### config.mk
export PLATFORM = sky130hd
export DESIGN_NAME = roc_regulator_output_config_regs
export DESIGN_NICKNAME = d
export VERILOG_FILES = /design/src/design/roc_pkg.sv /design/src/design/roc_regulator_output_config_regs.sv
export VERILOG_INCLUDE_DIRS = /design/src /design/src/design
export SDC_FILE = /design/constraint.sdc
export NUM_CORES = 1
export LEC_CHECK = 0
export ABC_CLOCK_PERIOD_IN_PS = 3700
export BUFFER_PORTS_ARGS = -buffer_cell sky130_fd_sc_hd__buf_2
export CAP_MARGIN = 20
export CORE_MARGIN = 5
export CORE_UTILIZATION = 35
export DETAILED_ROUTE_END_ITERATION = 6
export GPL_TIMING_DRIVEN = 0
export PLACE_DENSITY = 0.54
export SYNTH_ARGS = -nofsm -noshare
export SYNTH_HDL_FRONTEND = slang
export SYNTH_SLANG_ARGS = --single-unit
### constraint.sdc
create_clock -name ref_clk -period 3.7 [get_ports ref_clk]
set_input_delay 0.185 -clock ref_clk [delete_from_list [all_inputs] [get_ports ref_clk]]
set_output_delay 0.185 -clock ref_clk [all_outputs]
set_load 0.05 [all_outputs]
### src/design/roc_defs.svh
// Purpose : offsets, field positions and figures for the regulator output config bank
// Assumes : byte-wide registers behind the serial slave's internal port
// Notes   : definitions only
`ifndef ROC_DEFS_SVH
`define ROC_DEFS_SVH

// ************************************************************
// register offsets
// ************************************************************
`define ROC_OFS_BUCK_OFF_SEL   8'h06
`define ROC_OFS_LDO_ONE        8'h07
`define ROC_OFS_LDO_TWO        8'h08
`define ROC_OFS_LDO_THREE      8'h09

// ************************************************************
// fields
// ************************************************************
`define ROC_CONV1_OFF_BIT      3
`define ROC_CONV4_OFF_BIT      0
`define ROC_CODE_MSB           6
`define ROC_RSVD_BIT           7
`define ROC_RSVD_RESET         1'h0
`define ROC_UNMAPPED_READ      8'h00

// ************************************************************
// level code to millivolt mapping
// ************************************************************
`define ROC_LDO_MIN_MV         12'h640
`define ROC_LDO_STEP_MV        12'h019
`define ROC_LDO_MAX_MV         12'hE10
`define ROC_LDO_SAT_CODE       7'h50
`define ROC_NUM_LDO            3

`endif

### src/design/roc_pkg.sv
// Purpose : shared types of the regulator output config bank
// Assumes : constants live in roc_defs.svh
// Notes   : none
package roc_pkg;
   typedef logic [6:0]  roc_code_t;
   typedef logic [11:0] roc_mv_t;
   typedef logic [7:0]  roc_byte_t;
endpackage

### src/design/roc_regulator_output_config_regs.sv
// Purpose : buck off-state selects and three linear-regulator level registers
// Assumes : serial slave engine presents byte address, data and one-cycle strobes
// Notes   : reset values of the off-select byte and the level code fields are the factory option inputs, sampled during reset
`timescale 1ns/1ps
`include "roc_defs.svh"

module roc_regulator_output_config_regs
   import roc_pkg::*;
(
   input  wire logic      ref_clk,
   input  wire logic      nrst,
   input  wire roc_byte_t reg_addr,
   input  wire roc_byte_t reg_wdata,
   input  wire logic      reg_wr,
   input  wire logic      reg_rd,
   output roc_byte_t      reg_rdata,
   input  wire roc_byte_t opt_buck_mode,
   input  wire roc_code_t opt_linreg1_code,
   input  wire roc_code_t opt_linreg2_code,
   input  wire roc_code_t opt_linreg3_code,
   output logic           conv1_off_discharge_sel,
   output logic           conv2_off_discharge_sel,
   output logic           conv3_off_discharge_sel,
   output logic           conv4_off_discharge_sel,
   output roc_code_t      linreg1_level_code,
   output roc_code_t      linreg2_level_code,
   output roc_code_t      linreg3_level_code,
   output roc_mv_t        linreg1_mv,
   output roc_mv_t        linreg2_mv,
   output roc_mv_t        linreg3_mv
);

   // ************************************************************
   // storage
   // ************************************************************
   roc_byte_t buck_off_state_select_ff;
   roc_byte_t ldo_level_ff [`ROC_NUM_LDO];
   roc_mv_t   ldo_mv_ff    [`ROC_NUM_LDO];
   roc_byte_t reg_rdata_ff;
   roc_code_t opt_code     [`ROC_NUM_LDO];
   roc_byte_t ldo_ofs      [`ROC_NUM_LDO];

   assign opt_code[0] = opt_linreg1_code;
   assign opt_code[1] = opt_linreg2_code;
   assign opt_code[2] = opt_linreg3_code;
   assign ldo_ofs[0]  = `ROC_OFS_LDO_ONE;
   assign ldo_ofs[1]  = `ROC_OFS_LDO_TWO;
   assign ldo_ofs[2]  = `ROC_OFS_LDO_THREE;

   // saturating code to millivolt conversion
   function automatic roc_mv_t code_to_mv(input roc_code_t code);
      roc_mv_t prod;
      prod = 12'(`ROC_LDO_STEP_MV * {5'h00, code});
      if (code >= `ROC_LDO_SAT_CODE) begin
         code_to_mv = `ROC_LDO_MAX_MV;
      end else begin
         code_to_mv = 12'(`ROC_LDO_MIN_MV + prod);
      end
   endfunction

   // ************************************************************
   // buck off-state register; mode bits above are kept as plain storage
   // ************************************************************
   always_ff @(posedge ref_clk) begin
      if (!nrst) begin
         buck_off_state_select_ff <= opt_buck_mode;
      end else if (reg_wr && reg_addr == `ROC_OFS_BUCK_OFF_SEL) begin
         buck_off_state_select_ff <= reg_wdata;
      end
   end

   // ************************************************************
   // linear regulator level registers
   // ************************************************************
   genvar gi;
   generate
      for (gi = 0; gi < `ROC_NUM_LDO; gi++) begin : g_ldo
         always_ff @(posedge ref_clk) begin
            if (!nrst) begin
               ldo_level_ff[gi] <= {`ROC_RSVD_RESET, opt_code[gi]};
            end else if (reg_wr && reg_addr == ldo_ofs[gi]) begin
               ldo_level_ff[gi] <= reg_wdata;
            end
         end

         // one cycle behind the code; analog side sees a settled value anyway
         always_ff @(posedge ref_clk) begin
            if (!nrst) begin
               ldo_mv_ff[gi] <= `ROC_LDO_MIN_MV;
            end else begin
               ldo_mv_ff[gi] <= code_to_mv(ldo_level_ff[gi][`ROC_CODE_MSB:0]);
            end
         end

         property p_ldo_write;
            @(posedge ref_clk) disable iff (!nrst)
            reg_wr && reg_addr == ldo_ofs[gi] |=> ldo_level_ff[gi] == $past(reg_wdata);
         endproperty
         a_ldo_write: assert property (p_ldo_write)
            else $error("level register did not take the write");

         property p_ldo_hold;
            @(posedge ref_clk) disable iff (!nrst)
            !(reg_wr && reg_addr == ldo_ofs[gi]) |=> $stable(ldo_level_ff[gi]);
         endproperty
         a_ldo_hold: assert property (p_ldo_hold)
            else $error("level register moved without a write");

         // millivolts lag the code by one cycle and show the minimum during reset,
         // so the first edge after a release carries no converted value yet
         property p_mv_linear;
            @(posedge ref_clk) disable iff (!nrst)
            $past(nrst) && $past(ldo_level_ff[gi][6:0]) < 7'h50 |-> ldo_mv_ff[gi] ==
               12'(12'h640 + 12'h019 * {5'h00, $past(ldo_level_ff[gi][6:0])});
         endproperty
         a_mv_linear: assert property (p_mv_linear)
            else $error("millivolt value off the linear map");

         property p_mv_sat;
            @(posedge ref_clk) disable iff (!nrst)
            $past(nrst) && $past(ldo_level_ff[gi][6:0]) >= 7'h50 |-> ldo_mv_ff[gi] == 12'hE10;
         endproperty
         a_mv_sat: assert property (p_mv_sat)
            else $error("high code did not saturate at maximum");
      end
   endgenerate

   // ************************************************************
   // read path: registered, unmapped offsets read zero
   // ************************************************************
   always_ff @(posedge ref_clk) begin
      if (!nrst) begin
         reg_rdata_ff <= `ROC_UNMAPPED_READ;
      end else if (reg_rd) begin
         case (reg_addr)
            `ROC_OFS_BUCK_OFF_SEL: reg_rdata_ff <= buck_off_state_select_ff;
            `ROC_OFS_LDO_ONE:      reg_rdata_ff <= ldo_level_ff[0];
            `ROC_OFS_LDO_TWO:      reg_rdata_ff <= ldo_level_ff[1];
            `ROC_OFS_LDO_THREE:    reg_rdata_ff <= ldo_level_ff[2];
            default:               reg_rdata_ff <= `ROC_UNMAPPED_READ;
         endcase
      end
   end

   // ************************************************************
   // outputs, all straight from flops
   // ************************************************************
   assign reg_rdata               = reg_rdata_ff;
   assign conv1_off_discharge_sel = buck_off_state_select_ff[`ROC_CONV1_OFF_BIT];
   assign conv2_off_discharge_sel = buck_off_state_select_ff[`ROC_CONV1_OFF_BIT - 1];
   assign conv3_off_discharge_sel = buck_off_state_select_ff[`ROC_CONV1_OFF_BIT - 2];
   assign conv4_off_discharge_sel = buck_off_state_select_ff[`ROC_CONV4_OFF_BIT];
   assign linreg1_level_code      = ldo_level_ff[0][`ROC_CODE_MSB:0];
   assign linreg2_level_code      = ldo_level_ff[1][`ROC_CODE_MSB:0];
   assign linreg3_level_code      = ldo_level_ff[2][`ROC_CODE_MSB:0];
   assign linreg1_mv              = ldo_mv_ff[0];
   assign linreg2_mv              = ldo_mv_ff[1];
   assign linreg3_mv              = ldo_mv_ff[2];

   // ************************************************************
   // checks
   // ************************************************************
   property p_off_sel;
      @(posedge ref_clk) disable iff (!nrst)
      reg_wr && reg_addr == 8'h06 |=> {conv1_off_discharge_sel, conv2_off_discharge_sel,
         conv3_off_discharge_sel, conv4_off_discharge_sel} == $past(reg_wdata[3:0]);
   endproperty
   a_off_sel: assert property (p_off_sel) else $error("off select bits wrong");

   property p_rd_two;
      @(posedge ref_clk) disable iff (!nrst)
      reg_rd && reg_addr == 8'h08 && !reg_wr |=> reg_rdata == ldo_level_ff[1];
   endproperty
   a_rd_two: assert property (p_rd_two) else $error("offset 08 read wrong");

   property p_rd_one;
      @(posedge ref_clk) disable iff (!nrst)
      reg_rd && reg_addr == 8'h07 |=> reg_rdata == $past(ldo_level_ff[0]);
   endproperty
   a_rd_one: assert property (p_rd_one) else $error("offset 07 read wrong");

   // mode bits share this byte, so a stray write would move the off selects as well
   property p_buck_hold;
      @(posedge ref_clk) disable iff (!nrst)
      !(reg_wr && reg_addr == 8'h06) |=> $stable(buck_off_state_select_ff);
   endproperty
   a_buck_hold: assert property (p_buck_hold)
      else $error("off select byte moved without a write");

   property p_rd_three;
      @(posedge ref_clk) disable iff (!nrst)
      reg_wr && reg_addr == 8'h09 ##1 reg_rd && reg_addr == 8'h09 && !reg_wr
         |=> reg_rdata == $past(reg_wdata, 2);
   endproperty
   a_rd_three: assert property (p_rd_three) else $error("offset 09 readback wrong");

   property p_reset_load;
      @(posedge ref_clk)
      !nrst |=> linreg1_level_code == $past(opt_linreg1_code) && ldo_level_ff[0][7] == 1'b0
         && linreg3_level_code == $past(opt_linreg3_code)
         && conv1_off_discharge_sel == $past(opt_buck_mode[3]);
   endproperty
   a_reset_load: assert property (p_reset_load) else $error("reset did not load options");

   property p_unmapped;
      @(posedge ref_clk) disable iff (!nrst)
      reg_rd && (reg_addr < 8'h06 || reg_addr > 8'h09) |=> reg_rdata == 8'h00;
   endproperty
   a_unmapped: assert property (p_unmapped) else $error("unmapped read not zero");

   c_wr_ldo1: cover property (@(posedge ref_clk) disable iff (!nrst)
      reg_wr && reg_addr == 8'h07);
   c_sat: cover property (@(posedge ref_clk) disable iff (!nrst)
      linreg2_level_code == 7'h7F ##1 linreg2_mv == 12'hE10);
   c_discharge: cover property (@(posedge ref_clk) disable iff (!nrst)
      $rose(conv4_off_discharge_sel));
   c_readback: cover property (@(posedge ref_clk) disable iff (!nrst)
      reg_rd && reg_addr == 8'h06 ##1 reg_rdata != 8'h00);

endmodule

======== Word level (Yosys, flattened, before mapping) ========
Memory sizes are Yosys's and may differ from the RTL's.
Cells that the tools add are included.
Widths: inputs -> output; s select.
storage, ports and cells
  flip-flop bits (word level) ............. 16
  memory bits (writable) .................. 60
  input bits .............................. 49
  word-level logic and storage cells ...... 54
  memories ................................ 2
memories
  memory        words  bits a word  read ports  clocked after Yosys merged registers in  wr ports  line                                    source
  ldo_mv_ff     3      12           3           0                                        3         roc_regulator_output_config_regs.sv:38  roc_mv_t ldo_mv_ff [`ROC_NUM_LDO];
  ldo_level_ff  3      8            3           0                                        3         roc_regulator_output_config_regs.sv:37  roc_byte_t ldo_level_ff [`ROC_NUM_LDO];
cells by class
  add/sub/neg operators ................... 3
  multipliers ............................. 3
  order comparisons ....................... 3
  eq/ne operators ......................... 5
  mux-type cells .......................... 26
  bitwise gates (word level) .............. 6
  reductions and logical operators ........ 4
operator list
  cell                    number
  $mux 12                 9
  $mux 8                  5
  $add 11x12->12 const A  3
  $mul 5x7->12 const A    3
  $pmux 8 s4              1
  $ge 7x7->1 const B      3
  $eq 8x3->1 const B      2
  $eq 8x4->1 const B      2
  $mux 1                  11
  $or 1x1->1              6
  $logic_and 1x1->1       4
  $ne 2x1->1 const B      1

======== Logic depth before layout (Yosys ltp) ========
Gate-level depths: netlist of the first run.
  depth in word-level cells ............... 6
  mapped depth ............................ 11
  mapped depth without buffers ............ 11

======== Worst setup path before layout of the first run ========
OpenSTA, ideal clock, no wires.
  path type ............................... reg-to-reg
  start point ............................. memory ldo_level_ff[1][1] (netlist bit)
  end point ............................... memory ldo_mv_ff[1][11] (netlist bit)
  arrival time ............................ 2.732 ns
  slack ................................... 0.890 ns
  stages on the path, launching flop included .. 11
  buffers on the path ..................... 0
  cells stage by stage .................... edfxtp_1 -> ha_1 -> fa_1 -> ha_1 -> ha_1 -> inv_1 -> fa_1 -> nor2b_1 -> o2111ai_1 -> and4b_1 -> nor3_1
RTL lines
  item                line
  start: declaration  roc_regulator_output_config_regs.sv:37
  end: declaration    roc_regulator_output_config_regs.sv:38

==> metrics.csv, run 1 <==
stage,metric,value,unit
finish,"commonest non-fill, non-tap cells in the layout","124 x buf_2, 87 x ha_1, 54 x inv_1",
setup_path,CP arrival,3.41,ns
floorplan,row count,44,
timing,Final WS setup,0.5432,ns
timing,setup violators final,0,
finish,share of layout cells above drive strength 1,0.3262,
run_status,status,completed,
finish,fill cell count,1412,
clock_network,Hold Buf Count CTS,0,
power,P per Cell Area,511.0,mW/mm^2
hold_path,HP Start,opt_linreg2_code[4],
clock_network,H-tree depth,3,
hold_path,Hold Path Depth,2,
setup_path,WP data required,3.96,ns
place,setup slack at placement,0.5729,ns
clock_network,CTS root buffer,clkbuf_16,
clock_network,Skew-Pair Late Insertion Delay,0.34,ns
clock_network,PostCTS Resize Cnt,0,
setup_path,Reg-to-Reg End,ldo_mv_ff[2][11],
floorplan,Die Width,131.4,um
power,power share of the clock group,0.302,
floorplan,Die Area,0.01726,sq mm
clock_network,clk sinks,76,
clock_network,CTS tree,yes,
power,switching power,1222,uW
finish,area delta synth->final,22.43,%
power,sequential power share,0.324,
floorplan,die height,131.4,um
floorplan,core area,0.01448,sq mm
routing,routed via count,3893,
setup_path,CP Max Fanout,4,
setup_path,critical path startpoint category,flop,
routing,drt drc,0,
timing,Max Slew Vio Count,0,
clock_network,TritonCTS buffer count,9,
synthesis,mapped cell area,0.005155,sq mm
timing,relative slew slack,0.5809,
power,Leakage,0.003102,uW
place,DP HPWL,10.76,mm
synthesis,share of the synthesized area in the top cell type,0.2112,
routing,Final ANT Viol Nets,0,
synthesis,synthesized net count,623,
timing,minimum clock period after layout,3.157,ns
power,VDD IR max,0.2223,mV
clock_network,Max clock buf depth,2,
synthesis,Ys Warns,0,
clock_network,clk slew on worst S/H paths,0.06,ns
setup_path,r2r setup slk,0.54,ns
place,Buffers on Ports,117,
clock_network,postcts setup bufs,0,
hold_path,Worst Hold Path EP,ldo_level_ff[1][4],
setup_path,Critical R2R Launch,ldo_level_ff[2][2],
floorplan,I/O Pins,118,
synthesis,"Seq/Total Area, Yosys",0.3573,
synthesis,synth top area cells,"ha_1 21%, edfxtp_1 19%, dfxtp_1 17%",
grt,global-route wire length before repair,22.54,mm
routing,Post-Route WL,13.64,mm
power,Comb power frac,0.374,
power,design internal power,2003,uW
synthesis,Yosys top cell by area,ha_1,
grt,vias in the first global route,4249,
floorplan,initial core utilization,0.3560,
setup_path,Setup crit end kind,flop,
routing,drt via density,4.903,
finish,post-layout net count,753,
power,Sw Share,0.3788,
place,routability cong.,0.8718,
finish,"most common cell after layout, fill and taps aside",buf_2,
timing,setup TNS,0,ns
timing,clk_skew,0.008123,ns
timing,Slew @ Worst Pin,0.6286,ns
grt,initial antenna violation count,0,
timing,"Hold Vio Cnt, Final",0,
routing,DR pass1 iterations,4,
finish,ANT cells,0,
timing,final period utilization,0.8532,
synthesis,Synth cell types,48,
synthesis,Synth Register Bits,76,
timing,Max Freq,0.3168,GHz
job,max cap viols,0,
grt,grt ovf,0,
synthesis,Mapped Cells,475,
grt,largest net degree at the start of global routing,14,
hold_path,hold crit path type,in -> reg,
grt,GR Util All Layers,0.1631,
timing,RSZ-0062 raised after global routing,no,
routing,WL/cell,17.18,um
setup_path,r2r worst-path depth,9,
synthesis,syn_area_per_cell,10.85,sq um
setup_path,kind of critical path,reg -> reg,
routing,Iter 0 DRT Violations,186,
[worst max-delay path by stage]
stage,end,start
2_1_floorplan,ldo_mv_ff[1][11],ldo_level_ff[1][1]
3_3_place_gp,ldo_mv_ff[2][11],ldo_level_ff[2][2]
3_5_place_dp,ldo_mv_ff[2][11],ldo_level_ff[2][2]
4_1_cts,ldo_mv_ff[2][11],ldo_level_ff[2][2]
5_1_grt,ldo_mv_ff[1][11],ldo_level_ff[1][1]
6_report,ldo_mv_ff[2][11],ldo_level_ff[2][2]
[power by group through the flow]
stage / Clock (uW) / Sequential [uW] / Combinational (uW)
after floorplan: 0 / 1330 / 645
after global placement: 0 / 1070 / 1200
after detailed placement: 0 / 1070 / 1200
after CTS: 1000 / 1050 / 1220
after global routing: 1040 / 1060 / 1350
final: 973 / 1050 / 1210
[cell type report]
type                    instances  area (sq um)  share of cell area
multi-input cells             315          2898              0.4592
flip-flops and latches         76          1842              0.2918
repair buffers                119         595.6             0.09437
clock buffers                  11         275.3             0.04362
well taps                     184         230.2             0.03648
plain buffers                  30         212.7             0.03370
inverters                      54         202.7             0.03212
clock inverters                 5         55.05            0.008723
[metrics by stage]
stage	area (sq um)	cells	utilization	hold slack (ns)	power (uW)
after floorplan	5155	475	-	0.3696	1975
after detailed placement	5976	777	0.4127	0.4756	2272
final	6311	794	0.4359	0.1411	3225
after global routing	6311	794	0.4359	0.1330	3456
after global placement	5971	776	0.4124	0.4744	2266
after CTS	6306	793	0.4355	0.1316	3270
[cell families (layout without fill, tap and decap cells)]
family | after synthesis | in the layout | share of synthesized area
fa+ha+maj | 99 | 99 | 0.2578
simple gates | 103 | 103 | 0.1126
flops | 76 | 76 | 0.3573
buf+inv | 84 | 219 | 0.08058
xor+xnor | 6 | 6 | 0.01019
mux | 36 | 36 | 0.08714
compound gates | 71 | 71 | 0.09442
[synth_stat cells (all sizes together)]
library cell	n
buf	29
o31ai	4
a32o	1
and4	1
a31oi	1
o221ai	1
o21bai	2
mux2i	7
nor2b	9
a21oi	15
fa	12
a21o	3
o21a	4
o2111a	1
nand2	14
xnor2	4
nor2	27
a211oi	6
dfxtp	44
ha	87
o22ai	2
mux2	29
inv	54
or3b	1
a221oi	4
and4b	2
a221o	6
nor3b	1
nand3	10
and3b	1
and2	9
o21ai	16
o2111ai	3
and3	3
nor3	15
a311oi	2
edfxtp	32
nand3b	4
xor2	2
nand4	6
clkbuf	1
[worst max-delay path, stage by stage, from the launching register on]
cell and delay (ns):
edfxtp_1 0.49, ha_1 0.34, fa_1 0.47, ha_1 0.31, ha_1 0.24, fa_1 0.42
a21oi_1 0.22, o2111ai_1 0.19, xnor2_1 0.17, a31oi_1 0.22
[registers in the layout, summed over array words and instances, names as in the netlist]
signal,flops
ldo_level_ff,24
reg_rdata,8
buck_off_state_select_ff,8
ldo_mv_ff,36
[routing by layer]
metal	global-route usage	part of all wire	up-vias
li1	-	-	1925
met1	0.2164	0.47	1851
met2	0.2627	0.47	104
met3	0.03593	0.050	13
met4	0.05714	0.012	0
met5	0	0	-
(Power assumes the default switching activity.)
==> inputs of run 2 (changes only) <==
--- a/config.mk
+++ b/config.mk
@@ -13,7 +13,6 @@
 export CORE_UTILIZATION = 35
 export DETAILED_ROUTE_END_ITERATION = 6
 export GPL_TIMING_DRIVEN = 0
-export PLACE_DENSITY = 0.54
 export SYNTH_ARGS = -nofsm -noshare
 export SYNTH_HDL_FRONTEND = slang
 export SYNTH_SLANG_ARGS = --single-unit
==> run 2 against run 1 <==
Clock power down 15%. Routed wire length up 0.92%. Sequential share of layout area up 0.26 points. Core utilization down 0.39 points. Worst setup slack worse by 0.0099 ns. Non-clock buffer count unchanged. Maximum frequency down 0.31%. Clock skew about the same. Cell area down 0.89%. Combinational power about the same. Global-route usage down 0.14 points. Final cell count unchanged. Critical path type unchanged.
==> metrics.csv, run 2 (synthesis gave the netlist of run 1 again) <==
stage,metric,value,unit,change
finish,ANT cells,0,,unchanged
timing,RSZ-0062 raised after global routing,no,,
clock_network,clk slew on worst S/H paths,0.06,ns,about the same
floorplan,I/O Pins,118,,unchanged
timing,Max Freq,0.3158,GHz,-0.31%
routing,Final ANT Viol Nets,0,,unchanged
clock_network,Skew-Pair Late Insertion Delay,0.35,ns,about the same
grt,initial antenna violation count,0,,unchanged
clock_network,CTS tree,yes,,
setup_path,sum of buffers and inverters on the critical path,1,,+1
power,P per Cell Area,493.7,mW/mm^2,-3.4%
routing,DR pass1 iterations,4,,unchanged
clock_network,TritonCTS buffer count,9,,unchanged
setup_path,CP Depth,10,,+1
finish,area delta synth->final,21.33,%,
setup_path,crit path from,ldo_level_ff[1][1],,
run_status,status,completed,,
setup_path,Setup crit end kind,flop,,
hold_path,hold crit path type,in -> reg,,
finish,Reg area,0.001842,sq mm,unchanged
setup_path,r2r setup slk,0.53,ns,about the same
floorplan,row count,44,,unchanged
setup_path,WP data required,3.96,ns,about the same
timing,relative slew slack,0.5262,,-0.05474
finish,multi-input logic area,0.002898,sq mm,unchanged
setup_path,CP arrival,3.42,ns,about the same
timing,setup TNS,0,ns,unchanged
timing,Slew @ Worst Pin,0.7033,ns,+0.07467 ns
setup_path,worst-path cell with the longest stage delay,edfxtp_1,,
setup_path,Worst path most repeated cell,ha_1,,
clock_network,PostCTS Resize Cnt,0,,unchanged
timing,clk_skew,0.008361,ns,+0.0002380 ns
floorplan,die height,131.4,um,unchanged
finish,"commonest non-fill, non-tap cells in the layout","122 x buf_2, 87 x ha_1, 54 x inv_1",,
finish,largest registers,"ldo_mv_ff (36), ldo_level_ff (24)",,
clock_network,clk sinks,76,,unchanged
timing,minimum clock period after layout,3.167,ns,+0.009851 ns
grt,largest net degree at the start of global routing,13,,-1
finish,share of layout cells above drive strength 1,0.3246,,-0.001639
place,routability cong.,0.8364,,-4.1%
finish,Util after Layout,0.4320,,-0.003889
grt,GR Util All Layers,0.1617,,-0.001403
timing,Max Slew Vio Count,0,,unchanged
floorplan,Die Width,131.4,um,unchanged
timing,"Hold Vio Cnt, Final",0,,unchanged
power,Tot Pwr,3088,uW,-4.3%
setup_path,Top delay family on crit path,adder cells,,
routing,routed via count,3891,,-0.051%
routing,Post-Route WL,13.77,mm,+0.92%
job,max cap viols,0,,unchanged
finish,fill cell count,1426,,+0.99%
setup_path,CP Max Fanout,5,,+1
finish,post-layout net count,753,,unchanged
setup_path,critical path startpoint category,flop,,
place,Buffers on Ports,117,,unchanged
grt,global-route wire length before repair,22.22,mm,-1.4%
floorplan,core area,0.01448,sq mm,unchanged
place,placed cell areas,0.005986,sq mm,+0.17%
routing,WL/cell,17.34,um,+0.92%
grt,vias in the first global route,4114,,-3.2%
setup_path,CP Cell Sequence,ha_1 -> fa_1 -> ha_1 -> ha_1 -> inv_1 -> fa_1 -> nor2b_1 -> o2111ai_1 -> and4b_1 -> nor3_1,,
setup_path,r2r worst-path depth,10,,+1
timing,hold_ws,0.1401,ns,-0.001004 ns
grt,grt ovf,0,,unchanged
clock_network,H-tree depth,3,,unchanged
setup_path,kind of critical path,reg -> reg,,
setup_path,Reg-to-Reg End,ldo_mv_ff[1][11],,
setup_path,Critical R2R Launch,ldo_level_ff[1][1],,
floorplan,Die Area,0.01726,sq mm,unchanged
power,VDD IR max,0.2453,mV,+10%
timing,final period utilization,0.8559,,+0.002662
timing,setup violators final,0,,unchanged
finish,fin area,0.006255,sq mm,-0.89%
finish,register bank with the most flops,ldo_mv_ff,,
setup_path,CP max stage delay,0.49,ns,about the same
clock_network,CTS root buffer,clkbuf_16,,
floorplan,initial core utilization,0.3560,,unchanged
clock_network,Max clock buf depth,2,,unchanged
clock_network,Hold Buf Count CTS,0,,unchanged
clock_network,postcts setup bufs,0,,unchanged
setup_path,crit path to,ldo_mv_ff[1][11],,
finish,max reg flops,36,,unchanged
routing,Iter 0 DRT Violations,198,,+6.5%
routing,drt drc,0,,unchanged
place,DP HPWL,10.75,mm,about the same
routing,drt via density,4.901,,about the same
power,Leakage,0.003085,uW,-0.54%
finish,"most common cell after layout, fill and taps aside",buf_2,,
[run 2: cell count changes in the layout (fill, tap and decap cells not counted), moves of 2 or more]
cell | previous run | this run
buf_4 | 23 | 25
buf_2 | 124 | 122
clkinvlp_4 | 2 | 0
clkinv_2 | 2 | 4
clkbuf_16 | 11 | 9
[run 2: layout make-up]
type                            count  share of cell area
Multi-Input combinational cell    315              0.4633
Tap cell                          184             0.03681
Clock buffer                       11             0.03881
Inverter                           54             0.03241
Timing Repair Buffer              119             0.09602
Clock inverter                      5            0.004201
Sequential cell                    76              0.2945
Buffer                             30             0.03401
[run 2: how the worst min path moves through the flow]
stage	cells after the start	start	endpoint	slack, ns
CTS	2	opt_linreg2_code[5]	ldo_level_ff[1][5]	0.12
floorplan	2	reg_rd	reg_rdata[4]	0.37
finish	2	opt_linreg2_code[5]	ldo_level_ff[1][5]	0.14
detailed placement	2	reg_rdata[1]	reg_rdata[1]	0.48
global placement	2	reg_rdata[1]	reg_rdata[1]	0.47
global route	2	opt_linreg2_code[6]	ldo_level_ff[1][6]	0.13
[run 2: worst register-to-register path: stages (launching register included)]
cell and delay (ns):
edfxtp_1 0.49, ha_1 0.36, fa_1 0.48, ha_1 0.30, ha_1 0.20, inv_1 0.07
fa_1 0.38, nor2b_1 0.22, o2111ai_1 0.16, and4b_1 0.23, nor3_1 0.20
[run 2: report_power, final]
part	internal, uW	switching (uW)	total, uW
clock	468	355	823
combinational	421	797	1220
sequential	983	62.9	1050
total	1870	1220	3090
[run 2: metal layers]
| metal | vias to the layer above | wire length, um | GRT usage | share of wire |
|---|---|---|---|---|
| met3 | 8 | 707 | 0.04205 | 0.051 |
| met2 | 110 | 6386 | 0.2590 | 0.46 |
| met5 | - | 0 | 0 | 0 |
| met4 | 0 | 160 | 0.04800 | 0.012 |
| li1 | 1928 | - | - | - |
| met1 | 1845 | 6512 | 0.2153 | 0.47 |
[run 2: through the flow]
stage                     cells  setup slack [ns]
after floorplan             475            0.8899
after global routing        794            0.3710
after detailed placement    778            0.5936
after global placement      776            0.5750
final                       794            0.5333
after CTS                   794            0.5346
